<file path="src/serial_comm_defs.svh">
// register offsets, field positions, reset values and timing counts for the serial interface
`ifndef SERIAL_COMM_DEFS_SVH
`define SERIAL_COMM_DEFS_SVH
`define OFS_STATUS_ONE 8'h11
`define OFS_RATE_MODE 8'h10
`define OFS_TRANSMIT_DATA 8'h13
`define OFS_RECEIVE_DATA 8'h12
`define OFS_STATUS_TWO 8'h1e
`define OFS_TIMER_TWO 8'h1c
`define RST_STATUS_ONE 8'h20
`define BIT_WAKE 0
`define BIT_TX_EN 1
`define BIT_TX_IE 2
`define BIT_RX_EN 3
`define BIT_RX_IE 4
`define BIT_TX_EMPTY 5
`define BIT_OVR_FRM 6
`define BIT_RX_FULL 7
`define BIT_PAR_ERR 4
`define DIV_ASYNC_0 16'd16
`define DIV_ASYNC_1 16'd128
`define DIV_ASYNC_2 16'd1024
`define DIV_ASYNC_3 16'd4096
`define DIV_SYNC_0 16'd2
`define DIV_SYNC_1 16'd16
`define DIV_SYNC_2 16'd128
`define DIV_SYNC_3 16'd512
`define OVERSAMPLE 5'd16
`define E_PRESCALE 8'd4
`endif

</file>
<file path="src/serial_comm_pkg.sv">
// types shared by the serial interface
package serial_comm_pkg;
  typedef logic [7:0] byte_t;
  typedef enum logic [1:0] {fmt_sync, fmt_async_int, fmt_async_out, fmt_async_ext} clock_mode_t;
endpackage

</file>
<file path="src/serial_comm_interface_regs.sv">
// serial communication interface: register file, transmitter and receiver
// Functional notes
// - wake-up: skip data until one idle frame
// - transmit enable drives data pin, preamble async
// - transmit empty with enable raises interrupt
// - receive enable takes input from data pin
// - receive full or error with enable interrupts
// - transmit empty set on load/empty, reset
// - transmit empty clears: status read, data write
// - error flag on overrun or zero stop
// - error flag clears: status read, data read
// - receive full set on clean transfer
// - receive full clears: status read, data read
// - async rate from E over 16..4096
// - sync internal rate E over 2..512
// - speed bit2 uses timer two constant
// - clock control selects mode, format, clock pin
// - reset clears rate/mode bits zero to five
// - stop length: one or two stop bits
// - parity select: even zero, odd one
// - parity only in async mode
// - parity error set on mismatch, cleared by read
// - status one reads 0x20 after reset
`include "serial_comm_defs.svh"
module serial_comm_interface_regs (
  input wire logic core_clk,
  input wire logic reset,
  input wire logic [7:0] avs_address,
  input wire logic avs_read,
  input wire logic avs_write,
  input wire logic [31:0] avs_writedata,
  output logic [31:0] avs_readdata,
  output logic avs_waitrequest,
  input wire logic rx_data_in,
  input wire logic clk_pin_in,
  output logic tx_data_out,
  output logic tx_data_oe,
  output logic clk_pin_out,
  output logic clk_pin_oe,
  output logic serial_irq
);
  import serial_comm_pkg::*;

  // software-visible state
  logic wake_up_bit, transmit_enable, transmit_interrupt_enable, receive_enable, receive_interrupt_enable;
  logic transmit_empty_flag, overrun_framing_flag, receive_full_flag, parity_error_flag;
  logic stop_length, parity_select, parity_enable;
  logic [5:0] rate_mode_register; // speed bits 0,1,5 packed as {ss2,cc2,cc1,cc0,ss1,ss0}
  byte_t transmit_data_register, receive_data_register, timer_two_constant;
  logic status_read_armed; // a status read happened, for the clear sequences
  logic status_two_armed; // status two read, for parity error clear
  logic tx_empty_seen; // flag was one at the status read
  logic ack_pending; // one wait cycle on every access

  // pin synchronisers
  logic [1:0] rx_sync, clk_sync;
  logic clk_prev;
  always_ff @(posedge core_clk) begin
    rx_sync <= {rx_sync[0], rx_data_in};
    clk_sync <= {clk_sync[0], clk_pin_in};
    clk_prev <= clk_sync[1];
  end

  // decoded mode
  logic speed_select_bit0, speed_select_bit1, speed_select_bit2;
  logic clock_control_bit0, clock_control_bit1, clock_control_bit2;
  assign speed_select_bit0 = rate_mode_register[0];
  assign speed_select_bit1 = rate_mode_register[1];
  assign clock_control_bit0 = rate_mode_register[2];
  assign clock_control_bit1 = rate_mode_register[3];
  assign clock_control_bit2 = rate_mode_register[4];
  assign speed_select_bit2 = rate_mode_register[5];
  clock_mode_t clock_mode;
  logic sync_mode, sync_internal, seven_bit;
  assign clock_mode = clock_mode_t'({clock_control_bit1, clock_control_bit0});
  assign sync_mode = (clock_mode == fmt_sync);
  assign sync_internal = sync_mode && clock_control_bit2;
  assign seven_bit = clock_control_bit2 && !sync_mode;

  // E clock enable: system clock E derived by a fixed prescale of core_clk
  logic [7:0] e_count;
  logic e_tick;
  always_ff @(posedge core_clk) begin
    if (reset) begin
      e_count <= 8'h00;
      e_tick <= 1'b0;
    end else begin
      e_tick <= (e_count == `E_PRESCALE - 8'd1);
      e_count <= (e_count == `E_PRESCALE - 8'd1) ? 8'h00 : e_count + 8'd1;
    end
  end

  // divider selection, used by both the async and sync paths
  // code[2] is the timer-two select; passed in so the caller's assign sees every input change
  function automatic logic [15:0] pick_divider(input logic sync, input logic [2:0] code, input byte_t n);
    logic [15:0] d;
    d = 16'd0;
    if (code[2]) begin
      d = sync ? {6'h00, n, 2'b00} + 16'd4 : {3'h0, n, 5'h00} + 16'd32;
    end else begin
      case (code[1:0])
        2'd0: d = sync ? `DIV_SYNC_0 : `DIV_ASYNC_0;
        2'd1: d = sync ? `DIV_SYNC_1 : `DIV_ASYNC_1;
        2'd2: d = sync ? `DIV_SYNC_2 : `DIV_ASYNC_2;
        default: d = sync ? `DIV_SYNC_3 : `DIV_ASYNC_3;
      endcase
    end
    return d;
  endfunction

  // internal bit-rate divider: async gives one 16x tick per div/16 E cycles
  logic [15:0] div_count, div_limit;
  logic rate_tick;
  assign div_limit = pick_divider(sync_mode, {speed_select_bit2, speed_select_bit1, speed_select_bit0},
                                  timer_two_constant);
  always_ff @(posedge core_clk) begin
    if (reset) begin
      div_count <= 16'h0000;
      rate_tick <= 1'b0;
    end else begin
      rate_tick <= 1'b0;
      if (e_tick) begin
        if (div_count >= (sync_mode ? (div_limit >> 1) : (div_limit >> 4)) - 16'd1) begin
          div_count <= 16'h0000;
          rate_tick <= 1'b1;
        end else begin
          div_count <= div_count + 16'd1;
        end
      end
    end
  end

  // clock toggle for output pin; external edges on the synced pin
  logic int_clk, ext_rise, ext_fall, clk_rise, clk_fall, sample16;
  assign ext_rise = clk_sync[1] && !clk_prev;
  assign ext_fall = !clk_sync[1] && clk_prev;
  assign sample16 = (clock_mode == fmt_async_ext) ? ext_rise : rate_tick; // 16x in async
  logic sync_active; // internal sync clock runs only while a byte is sent or while receive is enabled and not full
  always_ff @(posedge core_clk) begin
    if (reset || !sync_active) begin
      int_clk <= 1'b1;
    end else if (rate_tick) begin
      int_clk <= !int_clk;
    end
  end
  assign clk_rise = sync_internal ? (rate_tick && !int_clk && sync_active) : ext_rise;
  assign clk_fall = sync_internal ? (rate_tick && int_clk && sync_active) : ext_fall;

  // pin drive, clock pin per mode
  always_ff @(posedge core_clk) begin
    if (reset) begin
      clk_pin_out <= 1'b1;
      clk_pin_oe <= 1'b0;
    end else begin
      clk_pin_oe <= sync_internal || (clock_mode == fmt_async_out);
      clk_pin_out <= sync_mode ? int_clk : (rate_tick ? !clk_pin_out : clk_pin_out);
    end
  end

  // transmitter
  logic [10:0] tx_shift;
  logic [3:0] tx_bits, tx_sub;
  logic tx_busy, tx_preamble, tx_load;
  logic tx_primed; // async preamble started since transmit enable
  logic tx_write, rx_read, stat_read;
  logic [3:0] frame_len;
  assign frame_len = 4'd9 + (seven_bit ? 4'd0 : 4'd1) + {3'd0, parity_enable} + {3'd0, stop_length} - 4'd1;
  assign sync_active = sync_internal && (tx_busy || (receive_enable && !receive_full_flag));
  // async load only off a sample tick, so the empty flag is set exactly when the load happens
  assign tx_load = transmit_enable && !transmit_empty_flag && !tx_busy && !tx_preamble &&
                   (sync_mode || (tx_primed && !sample16));
  always_ff @(posedge core_clk) begin
    if (reset || !transmit_enable) begin
      tx_busy <= 1'b0;
      tx_preamble <= 1'b0;
      tx_shift <= 11'h7ff;
      tx_bits <= 4'd0;
      tx_sub <= 4'd0;
      tx_primed <= 1'b0;
    end else if (!sync_mode && !tx_primed && !tx_preamble) begin
      tx_preamble <= 1'b1;
      tx_primed <= 1'b1; // one preamble per enable, not per byte
      tx_bits <= frame_len + 4'd1; // a full frame of ones
    end else if (sync_mode) begin
      if (tx_load) begin
        tx_busy <= 1'b1;
        tx_shift <= {3'b111, transmit_data_register};
        tx_bits <= 4'd8;
      end else if (tx_busy && clk_fall && tx_bits != 4'd0) begin
        if (tx_bits != 4'd8) tx_shift <= {1'b1, tx_shift[10:1]};
        tx_bits <= tx_bits - 4'd1;
      end else if (tx_busy && clk_rise && tx_bits == 4'd0) begin
        tx_busy <= 1'b0; // last bit held until its rising edge has passed
      end
    end else if (sample16) begin
      tx_sub <= tx_sub + 4'd1;
      if (tx_sub == 4'd15) begin
        if (tx_preamble || tx_busy) begin
          tx_shift <= {1'b1, tx_shift[10:1]};
          tx_bits <= tx_bits - 4'd1;
          if (tx_bits == 4'd1) begin
            tx_preamble <= 1'b0;
            tx_busy <= 1'b0;
          end
        end
      end
    end else if (tx_load) begin
      tx_busy <= 1'b1;
      tx_sub <= 4'd0;
      tx_bits <= frame_len + 4'd1;
      tx_shift <= seven_bit ?
        {2'b11, parity_enable ? ^{parity_select, transmit_data_register[6:0]} : 1'b1, transmit_data_register[6:0], 1'b0} :
        {1'b1, parity_enable ? ^{parity_select, transmit_data_register} : 1'b1, transmit_data_register, 1'b0};
    end
  end
  always_ff @(posedge core_clk) begin
    if (reset) begin
      tx_data_out <= 1'b1;
      tx_data_oe <= 1'b0;
    end else begin
      tx_data_oe <= transmit_enable;
      tx_data_out <= (tx_busy && !(sync_mode && tx_bits == 4'd8)) ? tx_shift[0] : 1'b1;
    end
  end

  // receiver
  logic [9:0] rx_shift;
  logic [3:0] rx_bits, rx_sub;
  logic rx_busy, rx_done, rx_line;
  logic [7:0] rx_byte;
  logic rx_par_bad, rx_frm_bad;
  assign rx_line = receive_enable ? rx_sync[1] : 1'b1;
  always_ff @(posedge core_clk) begin
    if (reset || !receive_enable) begin
      rx_busy <= 1'b0;
      rx_done <= 1'b0;
      rx_shift <= 10'h000;
      rx_bits <= 4'd0;
      rx_sub <= 4'd0;
    end else begin
      rx_done <= 1'b0;
      if (sync_mode) begin
        if (!receive_full_flag && clk_rise) begin
          rx_shift <= {rx_line, rx_shift[9:1]};
          rx_bits <= rx_bits + 4'd1;
          if (rx_bits == 4'd7) begin
            rx_done <= 1'b1;
            rx_bits <= 4'd0;
          end
        end
      end else if (sample16) begin
        if (!rx_busy) begin
          rx_sub <= rx_line ? 4'd0 : rx_sub + 4'd1;
          if (!rx_line && rx_sub == 4'd7 && !wake_up_bit) begin
            rx_busy <= 1'b1;
            rx_sub <= 4'd0;
            rx_bits <= 4'd0;
          end
        end else begin
          rx_sub <= rx_sub + 4'd1;
          if (rx_sub == 4'd15) begin
            rx_shift <= {rx_line, rx_shift[9:1]};
            rx_bits <= rx_bits + 4'd1;
            if (rx_bits == frame_len - {3'd0, stop_length} - 4'd1) begin
              rx_busy <= 1'b0;
              rx_done <= 1'b1;
            end
          end
        end
      end
    end
  end
  // idle-frame detector for wake-up, counted in 16x sample ticks of ones
  logic [7:0] idle_count;
  logic wake_seen;
  always_ff @(posedge core_clk) begin
    if (reset || !wake_up_bit || !rx_line) begin
      idle_count <= 8'h00;
      wake_seen <= 1'b0;
    end else if (sample16) begin
      idle_count <= idle_count + 8'd1;
      wake_seen <= (idle_count == {frame_len + 4'd1, 4'h0});
    end
  end
  // unpack the frame into data, parity and stop
  logic [9:0] frame_aligned;
  assign frame_aligned = seven_bit ? (parity_enable ? {1'b0, rx_shift[9:1]} : {2'b00, rx_shift[9:2]})
                                   : (parity_enable ? rx_shift : {1'b0, rx_shift[9:1]});
  assign rx_byte = sync_mode ? rx_shift[9:2] : (seven_bit ? {1'b0, frame_aligned[6:0]} : frame_aligned[7:0]);
  assign rx_frm_bad = !sync_mode && !rx_shift[9];
  assign rx_par_bad = !sync_mode && parity_enable &&
    ((seven_bit ? ^{parity_select, frame_aligned[6:0]} : ^{parity_select, frame_aligned[7:0]})
     != (seven_bit ? frame_aligned[7] : frame_aligned[8]));

  // bus slave with one wait cycle
  logic access;
  assign access = (avs_read || avs_write) && !ack_pending;
  assign stat_read = avs_read && ack_pending && (avs_address == `OFS_STATUS_ONE || avs_address == `OFS_STATUS_TWO);
  assign tx_write = avs_write && ack_pending && avs_address == `OFS_TRANSMIT_DATA;
  assign rx_read = avs_read && ack_pending && avs_address == `OFS_RECEIVE_DATA;
  always_ff @(posedge core_clk) begin
    if (reset) begin
      ack_pending <= 1'b0;
      avs_waitrequest <= 1'b1;
    end else begin
      ack_pending <= access;
      avs_waitrequest <= !access;
    end
  end
  always_ff @(posedge core_clk) begin
    if (reset) begin
      avs_readdata <= 32'h00000000;
    end else if (access) begin
      case (avs_address)
        `OFS_STATUS_ONE: avs_readdata <= {24'h0, receive_full_flag, overrun_framing_flag, transmit_empty_flag,
          receive_interrupt_enable, receive_enable, transmit_interrupt_enable, transmit_enable, wake_up_bit};
        `OFS_STATUS_TWO: avs_readdata <= {24'h0, receive_full_flag, overrun_framing_flag, transmit_empty_flag,
          parity_error_flag, 1'b0, parity_enable, parity_select, stop_length};
        `OFS_RATE_MODE: avs_readdata <= {26'h0, rate_mode_register};
        `OFS_RECEIVE_DATA: avs_readdata <= {24'h0, receive_data_register};
        `OFS_TRANSMIT_DATA: avs_readdata <= {24'h0, transmit_data_register};
        `OFS_TIMER_TWO: avs_readdata <= {24'h0, timer_two_constant};
        default: avs_readdata <= 32'h00000000; // unmapped reads zero
      endcase
    end
  end

  // writable control bits
  always_ff @(posedge core_clk) begin
    if (reset) begin
      {receive_interrupt_enable, receive_enable, transmit_interrupt_enable, transmit_enable} <= 4'h0;
      {parity_enable, parity_select, stop_length} <= 3'h0;
      rate_mode_register <= 6'h00;
      transmit_data_register <= 8'h00;
      timer_two_constant <= 8'h00;
    end else if (avs_write && ack_pending) begin
      case (avs_address)
        `OFS_STATUS_ONE: {receive_interrupt_enable, receive_enable, transmit_interrupt_enable, transmit_enable}
          <= avs_writedata[4:1];
        `OFS_STATUS_TWO: {parity_enable, parity_select, stop_length} <= avs_writedata[2:0];
        `OFS_RATE_MODE: rate_mode_register <= avs_writedata[5:0];
        `OFS_TRANSMIT_DATA: transmit_data_register <= avs_writedata[7:0];
        `OFS_TIMER_TWO: timer_two_constant <= avs_writedata[7:0];
        default: ;
      endcase
    end
  end

  // wake-up bit: software sets, idle frame clears
  always_ff @(posedge core_clk) begin
    if (reset) wake_up_bit <= 1'b0;
    else if (wake_seen) wake_up_bit <= 1'b0;
    else if (avs_write && ack_pending && avs_address == `OFS_STATUS_ONE) wake_up_bit <= avs_writedata[0];
  end

  // arm flags for read-then-access clear sequences
  always_ff @(posedge core_clk) begin
    if (reset) begin
      status_read_armed <= 1'b0;
      status_two_armed <= 1'b0;
      tx_empty_seen <= 1'b0;
    end else if (stat_read) begin
      status_read_armed <= receive_full_flag || overrun_framing_flag;
      status_two_armed <= parity_error_flag && avs_address == `OFS_STATUS_TWO;
      tx_empty_seen <= transmit_empty_flag;
    end else begin
      if (rx_read) status_read_armed <= 1'b0;
      if (rx_read) status_two_armed <= 1'b0;
      if (tx_write) tx_empty_seen <= 1'b0;
    end
  end

  // transmit empty flag; set beats clear
  always_ff @(posedge core_clk) begin
    if (reset) transmit_empty_flag <= 1'b1;
    else if ((!sync_mode && tx_load) || (sync_mode && tx_busy && clk_rise && tx_bits == 4'd0))
      transmit_empty_flag <= 1'b1;
    else if (tx_write && tx_empty_seen) transmit_empty_flag <= 1'b0;
  end

  // receive flags and data register; a new event wins over a clear
  logic rx_clear;
  assign rx_clear = rx_read && status_read_armed;
  always_ff @(posedge core_clk) begin
    if (reset) begin
      receive_full_flag <= 1'b0;
      overrun_framing_flag <= 1'b0;
      parity_error_flag <= 1'b0;
      receive_data_register <= 8'h00;
    end else begin
      if (rx_done && receive_full_flag && !sync_mode) overrun_framing_flag <= 1'b1;
      else if (rx_done && !receive_full_flag && rx_frm_bad) overrun_framing_flag <= 1'b1;
      else if (rx_clear) overrun_framing_flag <= 1'b0;
      if (rx_done && !receive_full_flag && !rx_frm_bad && !rx_par_bad) receive_full_flag <= 1'b1;
      else if (rx_clear) receive_full_flag <= 1'b0;
      if (rx_done && !receive_full_flag && rx_par_bad) parity_error_flag <= 1'b1;
      else if (rx_read && status_two_armed) parity_error_flag <= 1'b0;
      if (rx_done && !receive_full_flag) receive_data_register <= rx_byte;
    end
  end

  // single interrupt request
  always_ff @(posedge core_clk) begin
    if (reset) serial_irq <= 1'b0;
    else serial_irq <= (transmit_interrupt_enable && transmit_empty_flag) ||
                       (receive_interrupt_enable && (receive_full_flag || overrun_framing_flag));
  end
endmodule

</file>
<file path="config.mk">
export PLATFORM = sky130hd
export DESIGN_NAME = serial_comm_interface_regs
export DESIGN_NICKNAME = d
export VERILOG_FILES = /design/src/serial_comm_pkg.sv /design/src/serial_comm_interface_regs.sv
export VERILOG_INCLUDE_DIRS = /design/src
export SDC_FILE = /design/constraint.sdc
export NUM_CORES = 1
export LEC_CHECK = 0
export BUFFER_PORTS_ARGS = -buffer_cell sky130_fd_sc_hd__buf_4
export CORE_UTILIZATION = 45
export DETAILED_ROUTE_END_ITERATION = 6
export PLACE_DENSITY_LB_ADDON = 0.25
export SLEW_MARGIN = 20
export SYNTH_ARGS = -nofsm -noshare
export SYNTH_HDL_FRONTEND = slang
export SYNTH_SLANG_ARGS = --single-unit
</file>
<file path="constraint.sdc">
create_clock -name core_clk -period 4.4 [get_ports core_clk]
set_input_delay 0.44 -clock core_clk [delete_from_list [all_inputs] [get_ports core_clk]]
set_output_delay 0.44 -clock core_clk [all_outputs]
set_load 0.005 [all_outputs]
</file>
==> impl_metrics.csv, run 1 <==
group,metric,value,unit
status,status,"finished, final reports clean",
timing,tightest_slew,0.880,ns
cts,cts_hold_buf,0,
floorplan,num_rows,48,
cts,post_cts_resized,0,
grt,grt_overflow,0,
synth,synth-xor-area-share,6.93,%
drt,wl_met3,748,µm
drt,drt_iter0_markers,455,
worst_setup_path,required,4.77,ns
synth,async_flop_share,0,%
synth,synth_edf_count,0,
power,finalPower,2.78,mW
worst_setup_path,crit_type,"reg2reg",
drt,firstDrtPassIters,5,
worst_setup_path,crit_family,"compound AO/OA/AOI/OAI gates",
synth,yosys-top-cells-area,"dfxtp_1 (36%), mux2i_1 (7.5%), nor2_1 (6.0%)",
drt,routed_wirelength,18.6,mm
drt,num_vias,6566,
worst_setup_path,critical_path_buf_inv_count,1,
grt,grt_max_degree,55,
synth,yosys.area_share.simple,21.9,%
power,power-per-cell-area,316,nW/µm²
layout,final_layout_size_suffix_gt1_share,10.6,%
placement,dp_hpwl,13.3,mm
layout,final_nets,1022,
worst_setup_path,path_cells,"ha_1, xor2_1, a21oi_1, nand2_1, nor3b_1, o2111ai_1, ha_1, nand2_1, o21ai_0, a2111o_1, a41oi_1, o31ai_1, buf_4, nor2_1",
synth,syn_area,7910,µm²
flow_run,cap_violations,0,
drt,wl_met1,8.90,mm
floorplan,initial_core_util,45.9,%
timing,finalSetupTns,0,ns
timing,worst_clock_skew,0.00780,ns
cts,cts_sinks,142,
cts,postCtsSetupRepairBufs,0,
placement,io_buffers,35,
synth,synth_cells,930,
timing,setup_viol,0,
worst_hold_path,hold_class,"in2reg",
synth,seq_area_frac_synth,35.9,%
worst_setup_path,r2r-start,"timer_two_constant[1]",
cts,cts_buffers,17,
worst_setup_path,cp-start-kind,"flop",
synth,ys_types,78,
synth,synthFlopType,"dfxtp_1",
layout,layout_common_cells,"dfxtp_1 (142), nor2_1 (126), nand2_1 (76)",
timing,finalHoldViolations,0,
drt,wl_met2,8.68,mm
cts,clk_path_buf_depth,2,
timing,holdWs,0.102,ns
worst_setup_path,worstSetupEndpointType,"flop",
worst_hold_path,min_path_cells,1,
layout,num_antenna_cells,0,
grt,grt_pass1_vias,6024,
floorplan,fp.coreArea,17200,µm²
layout,nFillCells,1640,
worst_setup_path,path_max_fanout,13,
cts,clock-root-buffer,"clkbuf_16",
grt,grt_antenna_before_repair,0,
timing,drv_slew,0,
worst_setup_path,arrival,4.29,ns
cts,cts_tree,"done",
timing,min_period,3.92,ns
timing,max_freq,0.255,GHz
grt,track_usage,21.6,%
worst_setup_path,reg2reg_depth,14,
synth,avgSynthCellArea,8.51,µm²
synth,synth-compound-area-share,15.0,%
layout,areaGrowthSynthToFinish,11.2,%
synth,synth_top_area_share,35.9,%
floorplan,dieArea,18100,µm²
floorplan,chipWidth,135,µm
floorplan,die_h,135,µm
worst_setup_path,slowest_delay,0.53,ns
cts,insertion_delay,0.44,ns
worst_setup_path,worstReg2RegEnd,"div_count[9]",
power,ir_drop,0.291,mV
synth,ys_ff_latch,142,
worst_setup_path,r2r_setup_slack,0.48,ns
timing,grt_setup_unrepaired,"false",
drt,highest-signal-layer,"met4",
synth,synth_area_leader_cell,"dfxtp_1",
placement,placed_area,8240,µm²
drt,postRouteAntennaNets,0,
synth,synth_fa_ha_area_share,5.00,%
layout,final_common_cell,"dfxtp_1",
worst_hold_path,hp-start,"clk_pin_in",
drt,avgRoutedWirePerCell,15.8,µm
placement,place.gp.congestion,0.824,
worst_hold_path,hold_end,"clk_sync[0]",
synth,synth_top_family_by_area,"simple AND/OR/NAND/NOR gates",
floorplan,ios,84,
layout,fin_area,8800,µm²
synth,ys_warn_count,0,
power,leakage,3.34,nW
timing,max-slew-margin-rel,41.2,%
synth,muxShareOfSynthArea,9.03,%
cts,htreeDepth,4,
cts,clk_pin_slew,0.06,ns
timing,finalCritPeriodShare,89.0,%
drt,drc,0,
drt,via_per_inst,5.56,
worst_setup_path,crit_slowest_cell,"nor3b_1",
grt,grt_pass1_wl,30.8,mm
stage by stage:
step	util, %	std cells	worst slack (ns)
global placement	47.8	1151	0.654
detailed placement	47.8	1151	0.540
global route	51.0	1180	0.132
CTS	51.0	1180	0.527
floorplan	-	953	1.01
finish	51.0	1180	0.482
cell usage after synthesis, types with 25 or more instances:
master and count:
dfxtp_1 142, nand3_1 30, mux2i_1 59, o21ai_0 31
xnor2_1 27, ha_1 30, nor2_1 126, clkbuf_1 33
nor3_1 27, inv_1 25, buf_4 26, a21oi_1 57
nand2_1 76, xor2_1 33
metal layers:
layer	track usage (%)	vias to the layer above
li1	-	3302
met1	28.7	3102
met2	35.0	138
met3	4.99	24
met4	6.05	0
met5	0	-
sequential cells by signal (all words and copies together), names as in the netlist, 2 cells and up:
signal                  flops
avs_readdata                8
clk_sync                    2
div_count                  16
e_count                     8
idle_count                  8
rate_mode_register          6
receive_data_register       8
rx_bits                     4
rx_shift                   10
rx_sub                      4
rx_sync                     2
timer_two_constant          8
transmit_data_register      8
tx_bits                     4
tx_shift                   10
tx_sub                      4
kinds of logic (layout without fill, tap and decap cells):
kind of cell / count (synthesis) / in the layout
compound gates: 178 / 178
xor+xnor: 61 / 61
fa+ha+maj: 31 / 31
buf+inv: 100 / 102
flops: 142 / 142
mux: 65 / 65
other cells: 1 / 24
simple gates: 352 / 352
worst register-to-register path, delay by kind of cell (launching register included):
family | cells | cell delay, ns
XOR/XNOR | 1 | 0.08
flip-flops | 1 | 0.46
AND/OR/NAND/NOR | 4 | 0.87
adder cells (fa/ha/maj) | 2 | 0.56
AO/OA/AOI/OAI | 6 | 1.65
buffers and inverters | 1 | 0.21
worst max path at each step:
stage	startpoint	end	slack, ns	cells after the start
3_3_place_gp	timer_two_constant[1]	div_count[15]	0.65	14
2_1_floorplan	timer_two_constant[0]	div_count[12]	1.01	15
4_1_cts	timer_two_constant[1]	div_count[9]	0.53	14
6_report	timer_two_constant[1]	div_count[9]	0.48	14
3_5_place_dp	timer_two_constant[1]	div_count[9]	0.54	14
5_1_grt	timer_two_constant[1]	div_count[9]	0.13	14
where the power goes:
group	switching [mW]	internal, mW
Sequential	0.00843	1.29
Combinational	0.0548	0.0314
Clock	0.560	0.835
Total	0.623	2.16
final cells by class:
| type | instances | area, µm² | area share (%) |
|---|---|---|---|
| Clock buffer | 18 | 439 | 4.99 |
| Clock inverter | 11 | 120 | 1.37 |
| Inverter | 26 | 97.6 | 1.11 |
| Multi-Input combinational cell | 711 | 4660 | 53.0 |
| Sequential cell | 142 | 2840 | 32.3 |
| Tap cell | 225 | 282 | 3.20 |
| Timing Repair Buffer | 47 | 353 | 4.01 |
No activity file was read; power rests on OpenSTA's default activity.
==> run 2: changes to the inputs <==
==> constraint.sdc (replaced) <==
create_clock -name core_clk -period 4.05 [get_ports core_clk]
set_input_delay 0.405 -clock core_clk [delete_from_list [all_inputs] [get_ports core_clk]]
set_output_delay 0.405 -clock core_clk [all_outputs]
set_load 0.005 [all_outputs]
==> run 2 against run 1 <==
  * Worst setup slack got worse by 0.051 ns
  * Largest power group unchanged
  * Wire length fell by 1.1%
  * Hold slack got worse by 0.030 ns
  * Fmax rose by 8.3%
  * Sequential cell count did not move
  * Via count rose by 1.0%
  * Sequential power rose by 8%
  * Power rose by 7.3%
  * Critical path depth rose by 1
  * First-iteration DRC count fell by 8.4%
  * Non-clock buffer count rose by 4
==> impl_metrics.csv, run 2 (synthesis results as in run 1) <==
group,metric,value,unit
worst_setup_path,crit_type,"reg2reg",
power,pwr-share-seq,47.3,%
power,p_sw,743,µW
layout,num_antenna_cells,0,
power,ir_drop,0.328,mV
timing,finalCritPeriodShare,89.4,%
timing,max_freq,0.276,GHz
cts,htreeDepth,4,
worst_hold_path,hp-start,"clk_pin_in",
timing,fin_ws,0.431,ns
worst_setup_path,required,4.42,ns
floorplan,num_rows,48,
power,clkPwrFrac,49.5,%
worst_hold_path,hold_end,"clk_sync[0]",
layout,fin_util,51.2,%
cts,cts_hold_buf,0,
layout,largest_reg_flops,16,
timing,max-slew-margin-rel,42.4,%
status,status,"finished, final reports clean",
cts,cts_tree,"done",
power,leakage,3.37,nW
placement,io_buffers,35,
timing,worst_clock_skew,0.00767,ns
layout,final_nets,1026,
cts,post_cts_resized,0,
layout,final_layout_size_suffix_gt1_share,11.2,%
worst_setup_path,worstSetupEndpointType,"flop",
cts,cts_sinks,142,
timing,finalHoldViolations,0,
drt,firstDrtPassIters,5,
grt,track_usage,21.3,%
power,pwr-share-comb,3.2,%
cts,cts_buffers,17,
timing,grt_setup_unrepaired,"false",
layout,final_common_cell,"dfxtp_1",
floorplan,dieArea,18100,µm²
floorplan,initial_core_util,45.9,%
power,power-per-cell-area,338,nW/µm²
drt,avgRoutedWirePerCell,15.5,µm
power,finalPower,2.99,mW
cts,clock-root-buffer,"clkbuf_16",
power,switching_share,24.9,%
drt,drt_iter0_markers,417,
grt,grt_pass1_vias,6000,
worst_setup_path,worstReg2RegEnd,"div_count[12]",
grt,grt_max_degree,54,
worst_hold_path,hold_class,"in2reg",
drt,postRouteAntennaNets,0,
timing,setup_viol,0,
timing,finalSetupTns,0,ns
placement,placed_area,8270,µm²
layout,reg_top3,"div_count x16, rx_shift x10, tx_shift x10",
worst_setup_path,reg2reg_depth,15,
cts,insertion_delay,0.43,ns
layout,layout_common_cells,"dfxtp_1 (142), nor2_1 (126), nand2_1 (76)",
drt,via_per_inst,5.59,
grt,grt_overflow,0,
worst_setup_path,arrival,3.99,ns
grt,grt_antenna_before_repair,0,
worst_setup_path,r2r-start,"timer_two_constant[1]",
drt,drc,0,
floorplan,ios,84,
worst_setup_path,path_max_fanout,13,
placement,place.gp.congestion,0.823,
drt,routed_wirelength,18.4,mm
drt,num_vias,6633,
timing,drv_slew,0,
layout,areaGrowthSynthToFinish,11.5,%
grt,grt_pass1_wl,30.3,mm
worst_setup_path,r2r_setup_slack,0.43,ns
flow_run,cap_violations,0,
floorplan,chipWidth,135,µm
timing,tightest_slew,0.859,ns
layout,fin_area,8820,µm²
floorplan,fp.coreArea,17200,µm²
worst_setup_path,cp-start-kind,"flop",
layout,largest-register,"div_count",
placement,dp_hpwl,13.2,mm
cts,clk_pin_slew,0.06,ns
placement,post-place-ws,0.477,ns
timing,min_period,3.62,ns
cts,postCtsSetupRepairBufs,0,
worst_hold_path,min_path_cells,1,
power,p_int,2.24,mW
floorplan,die_h,135,µm
cts,clk_path_buf_depth,2,
## run 2: final cells by class
type	count	area [µm²]
Tap cell	225	282
Multi-Input combinational cell	711	4660
Sequential cell	142	2840
Timing Repair Buffer	51	383
Clock inverter	15	129
Fill cell	1660	8410
Clock buffer	17	425
Inverter	26	97.6
## run 2: worst max-delay path by stage
stage                          startpoint            end  slack, ns  cells past startpoint
floorplan           timer_two_constant[0]  div_count[12]       0.66                     15
global placement    timer_two_constant[1]  div_count[15]       0.50                     15
detailed placement  timer_two_constant[1]  div_count[13]       0.48                     15
CTS                 timer_two_constant[1]  div_count[12]       0.45                     15
global route        timer_two_constant[1]  div_count[12]       0.16                     15
finish              timer_two_constant[1]  div_count[12]       0.43                     15
## run 2: metal layers
metal  vias to the layer above  share of wire, %  GRT usage [%]  wire length, µm
li1                       3321                 -              -                -
met1                      3087                48           28.5             8840
met2                       191                45           33.7             8280
met3                        34               4.6           4.13              852
met4                         0               2.3           8.30              424
met5                         -                 0              0                0
## run 2: worst max-delay path: stages, from the launching register on
cell,delay [ns]
dfxtp_1,0.45
ha_1,0.31
nand2b_1,0.15
a21boi_0,0.36
nand2_1,0.14
and4bb_2,0.36
nand2_1,0.08
o31a_1,0.14
ha_1,0.29
a21oi_1,0.12
o21ai_0,0.11
a41o_1,0.22
a21oi_1,0.38
o31ai_1,0.11
buf_4,0.21
nor2_1,0.11
## run 2: power by group through the flow
stage               clock, mW  sequential [mW]  combinational [mW]
floorplan                   0             1.44              0.0753
global placement            0             1.44              0.0952
detailed placement          0             1.44              0.0951
CTS                      1.51             1.41              0.0956
global route             1.57             1.41               0.105
finish                   1.48             1.41              0.0949
## run 2: through the flow
step           std cells  hold slack [ns]
4_1_cts             1187           0.0533
6_report            1187           0.0716
2_1_floorplan        953            0.310
5_1_grt             1187           0.0547
3_5_place_dp        1155            0.312
3_3_place_gp        1155            0.318
==> run 3: changes to the inputs <==
--- a/config.mk
+++ b/config.mk
@@ -7,8 +7,11 @@
 export NUM_CORES = 1
 export LEC_CHECK = 0
 export BUFFER_PORTS_ARGS = -buffer_cell sky130_fd_sc_hd__buf_4
+export CORE_MARGIN = 4
 export CORE_UTILIZATION = 45
+export CTS_BUF_LIST = sky130_fd_sc_hd__clkbuf_2 sky130_fd_sc_hd__clkbuf_4 sky130_fd_sc_hd__clkbuf_8
 export DETAILED_ROUTE_END_ITERATION = 6
+export MAX_ROUTING_LAYER = met4
 export PLACE_DENSITY_LB_ADDON = 0.25
 export SLEW_MARGIN = 20
 export SYNTH_ARGS = -nofsm -noshare
==> run 3 against run 2 <==
  * Sequential power is essentially flat
  * Power fell by 14%
  * Sequential cell count unchanged
  * Critical path depth did not move
  * First-iteration DRC count increased by 8.4%
  * Final area decreased by 2.1%
  * Sequential share of layout area increased by 0.70 points
  * Hold slack worse by 0.024 ns
  * Highest routed layer unchanged
==> impl_metrics.csv, run 3 (synthesis results as in run 1) <==
group,metric,value,unit
placement,io_buffers,35,
power,power-per-cell-area,299,nW/µm²
placement,dp_hpwl,13.6,mm
floorplan,die_h,141,µm
drt,routed_wirelength,18.6,mm
timing,finalCritPeriodShare,88.7,%
floorplan,dieArea,19800,µm²
layout,reg_top3,"div_count x16, rx_shift x10, tx_shift x10",
layout,final_layout_size_suffix_gt1_share,11.2,%
timing,tightest_slew,0.879,ns
timing,min_period,3.59,ns
floorplan,ios,84,
cts,cts_sinks,142,
cts,cts_tree,"done",
power,finalPower,2.58,mW
cts,insertion_delay,0.46,ns
layout,final_common_cell,"dfxtp_1",
worst_setup_path,arrival,4.00,ns
timing,finalSetupTns,0,ns
grt,grt_pass1_vias,6105,
layout,largest_reg_flops,16,
drt,avgRoutedWirePerCell,15.7,µm
power,ir_drop,0.200,mV
timing,grt_setup_unrepaired,"false",
drt,postRouteAntennaNets,0,
drt,num_vias,6577,
layout,largest-register,"div_count",
timing,max_freq,0.278,GHz
status,status,"finished, final reports clean",
drt,drc,0,
cts,post_cts_resized,0,
timing,setup_viol,0,
timing,worst_clock_skew,0.0115,ns
layout,areaGrowthSynthToFinish,9.16,%
grt,grt_antenna_before_repair,0,
timing,holdWs,0.0479,ns
worst_setup_path,cp-start-kind,"flop",
grt,grt_max_degree,55,
timing,drv_slew,0,
floorplan,num_rows,48,
worst_setup_path,worstSetupEndpointType,"flop",
cts,htreeDepth,4,
worst_setup_path,path_max_fanout,13,
floorplan,fp.coreArea,17200,µm²
cts,clock-root-buffer,"clkbuf_8",
drt,via_per_inst,5.54,
cts,postCtsSetupRepairBufs,0,
grt,grt_pass1_wl,30.9,mm
cts,cts_hold_buf,0,
worst_setup_path,crit_type,"reg2reg",
layout,num_antenna_cells,0,
grt,track_usage,19.7,%
timing,max-slew-margin-rel,41.1,%
drt,firstDrtPassIters,5,
timing,fin_ws,0.456,ns
layout,final_nets,1026,
placement,post-place-ws,0.503,ns
grt,grt_overflow,0,
placement,place.gp.congestion,0.850,
cts,cts_buffers,17,
drt,drt_iter0_markers,452,
worst_hold_path,hold_class,"in2reg",
timing,finalHoldViolations,0,
floorplan,chipWidth,141,µm
cts,clk_pin_slew,0.08,ns
flow_run,cap_violations,0,
layout,nFillCells,1664,
worst_setup_path,required,4.46,ns
layout,layout_common_cells,"dfxtp_1 (142), nor2_1 (126), nand2_1 (76)",
power,leakage,3.27,nW
cts,clk_path_buf_depth,2,
floorplan,initial_core_util,45.9,%
run 3: cell types whose count changed in the layout (fill, tap and decap cells not counted):
cell        previous run  this run
clkbuf_4               0         2
clkbuf_8               0        17
inv_6                  5         1
bufinv_16              0         1
clkinvlp_4             2         4
clkinv_4               3         4
clkbuf_16             17         0
inv_8                  3         0
clkinv_2               2         3
run 3: worst max-delay path, stage by stage (launching register included):
cell      delay, ns
dfxtp_1        0.45
ha_1           0.31
nand2b_1       0.15
a21boi_0       0.35
nand2_1        0.14
and4bb_2       0.36
nand2_1        0.09
o31a_1         0.15
ha_1           0.29
a21oi_1        0.12
o21ai_0        0.11
a41o_1         0.22
a21oi_1        0.38
o31ai_1        0.11
buf_4          0.21
nor2_1         0.11
run 3: final cells by class:
| cell class | count | area (µm²) | share of cell area (%) |
|---|---|---|---|
| Tap cell | 225 | 282 | 3.26 |
| Timing Repair Buffer | 51 | 383 | 4.43 |
| Inverter | 26 | 97.6 | 1.13 |
| Clock buffer | 19 | 249 | 2.88 |
| Sequential cell | 142 | 2840 | 32.9 |
| Multi-Input combinational cell | 711 | 4660 | 54.0 |
| Clock inverter | 13 | 119 | 1.38 |
run 3: stage by stage:
stage | instance area, µm² | cells | util (%)
CTS | 8640 | 1187 | 50.1
detailed placement | 8270 | 1155 | 48.0
floorplan | 8000 | 953 | -
global placement | 8270 | 1155 | 48.0
global route | 8640 | 1187 | 50.1
finish | 8640 | 1187 | 50.1
run 3: report_power, final:
group	switching, mW	total, mW	internal (mW)
registers	0.00884	1.41	1.40
logic	0.0597	0.0941	0.0343
clock network	0.578	1.08	0.499
run 3: routing by layer:
layer | routed length (µm) | track usage [%] | part of all wire [%]
met1 | 8870 | 26.5 | 48
met5 | 0 | - | 0
met2 | 8360 | 29.4 | 45
met4 | 443 | 7.75 | 2.4
met3 | 922 | 3.80 | 5.0
run 3: final timing paths:
path,start,endpoint,slack (ns),cells after the start
worst max-delay path,timer_two_constant[1],div_count[15],0.46,15
worst min-delay path,clk_pin_in,clk_sync[0],0.05,1
worst max register to register,timer_two_constant[1],div_count[15],0.46,15
worst min register to register,clk_sync[0],clk_sync[1],0.33,0
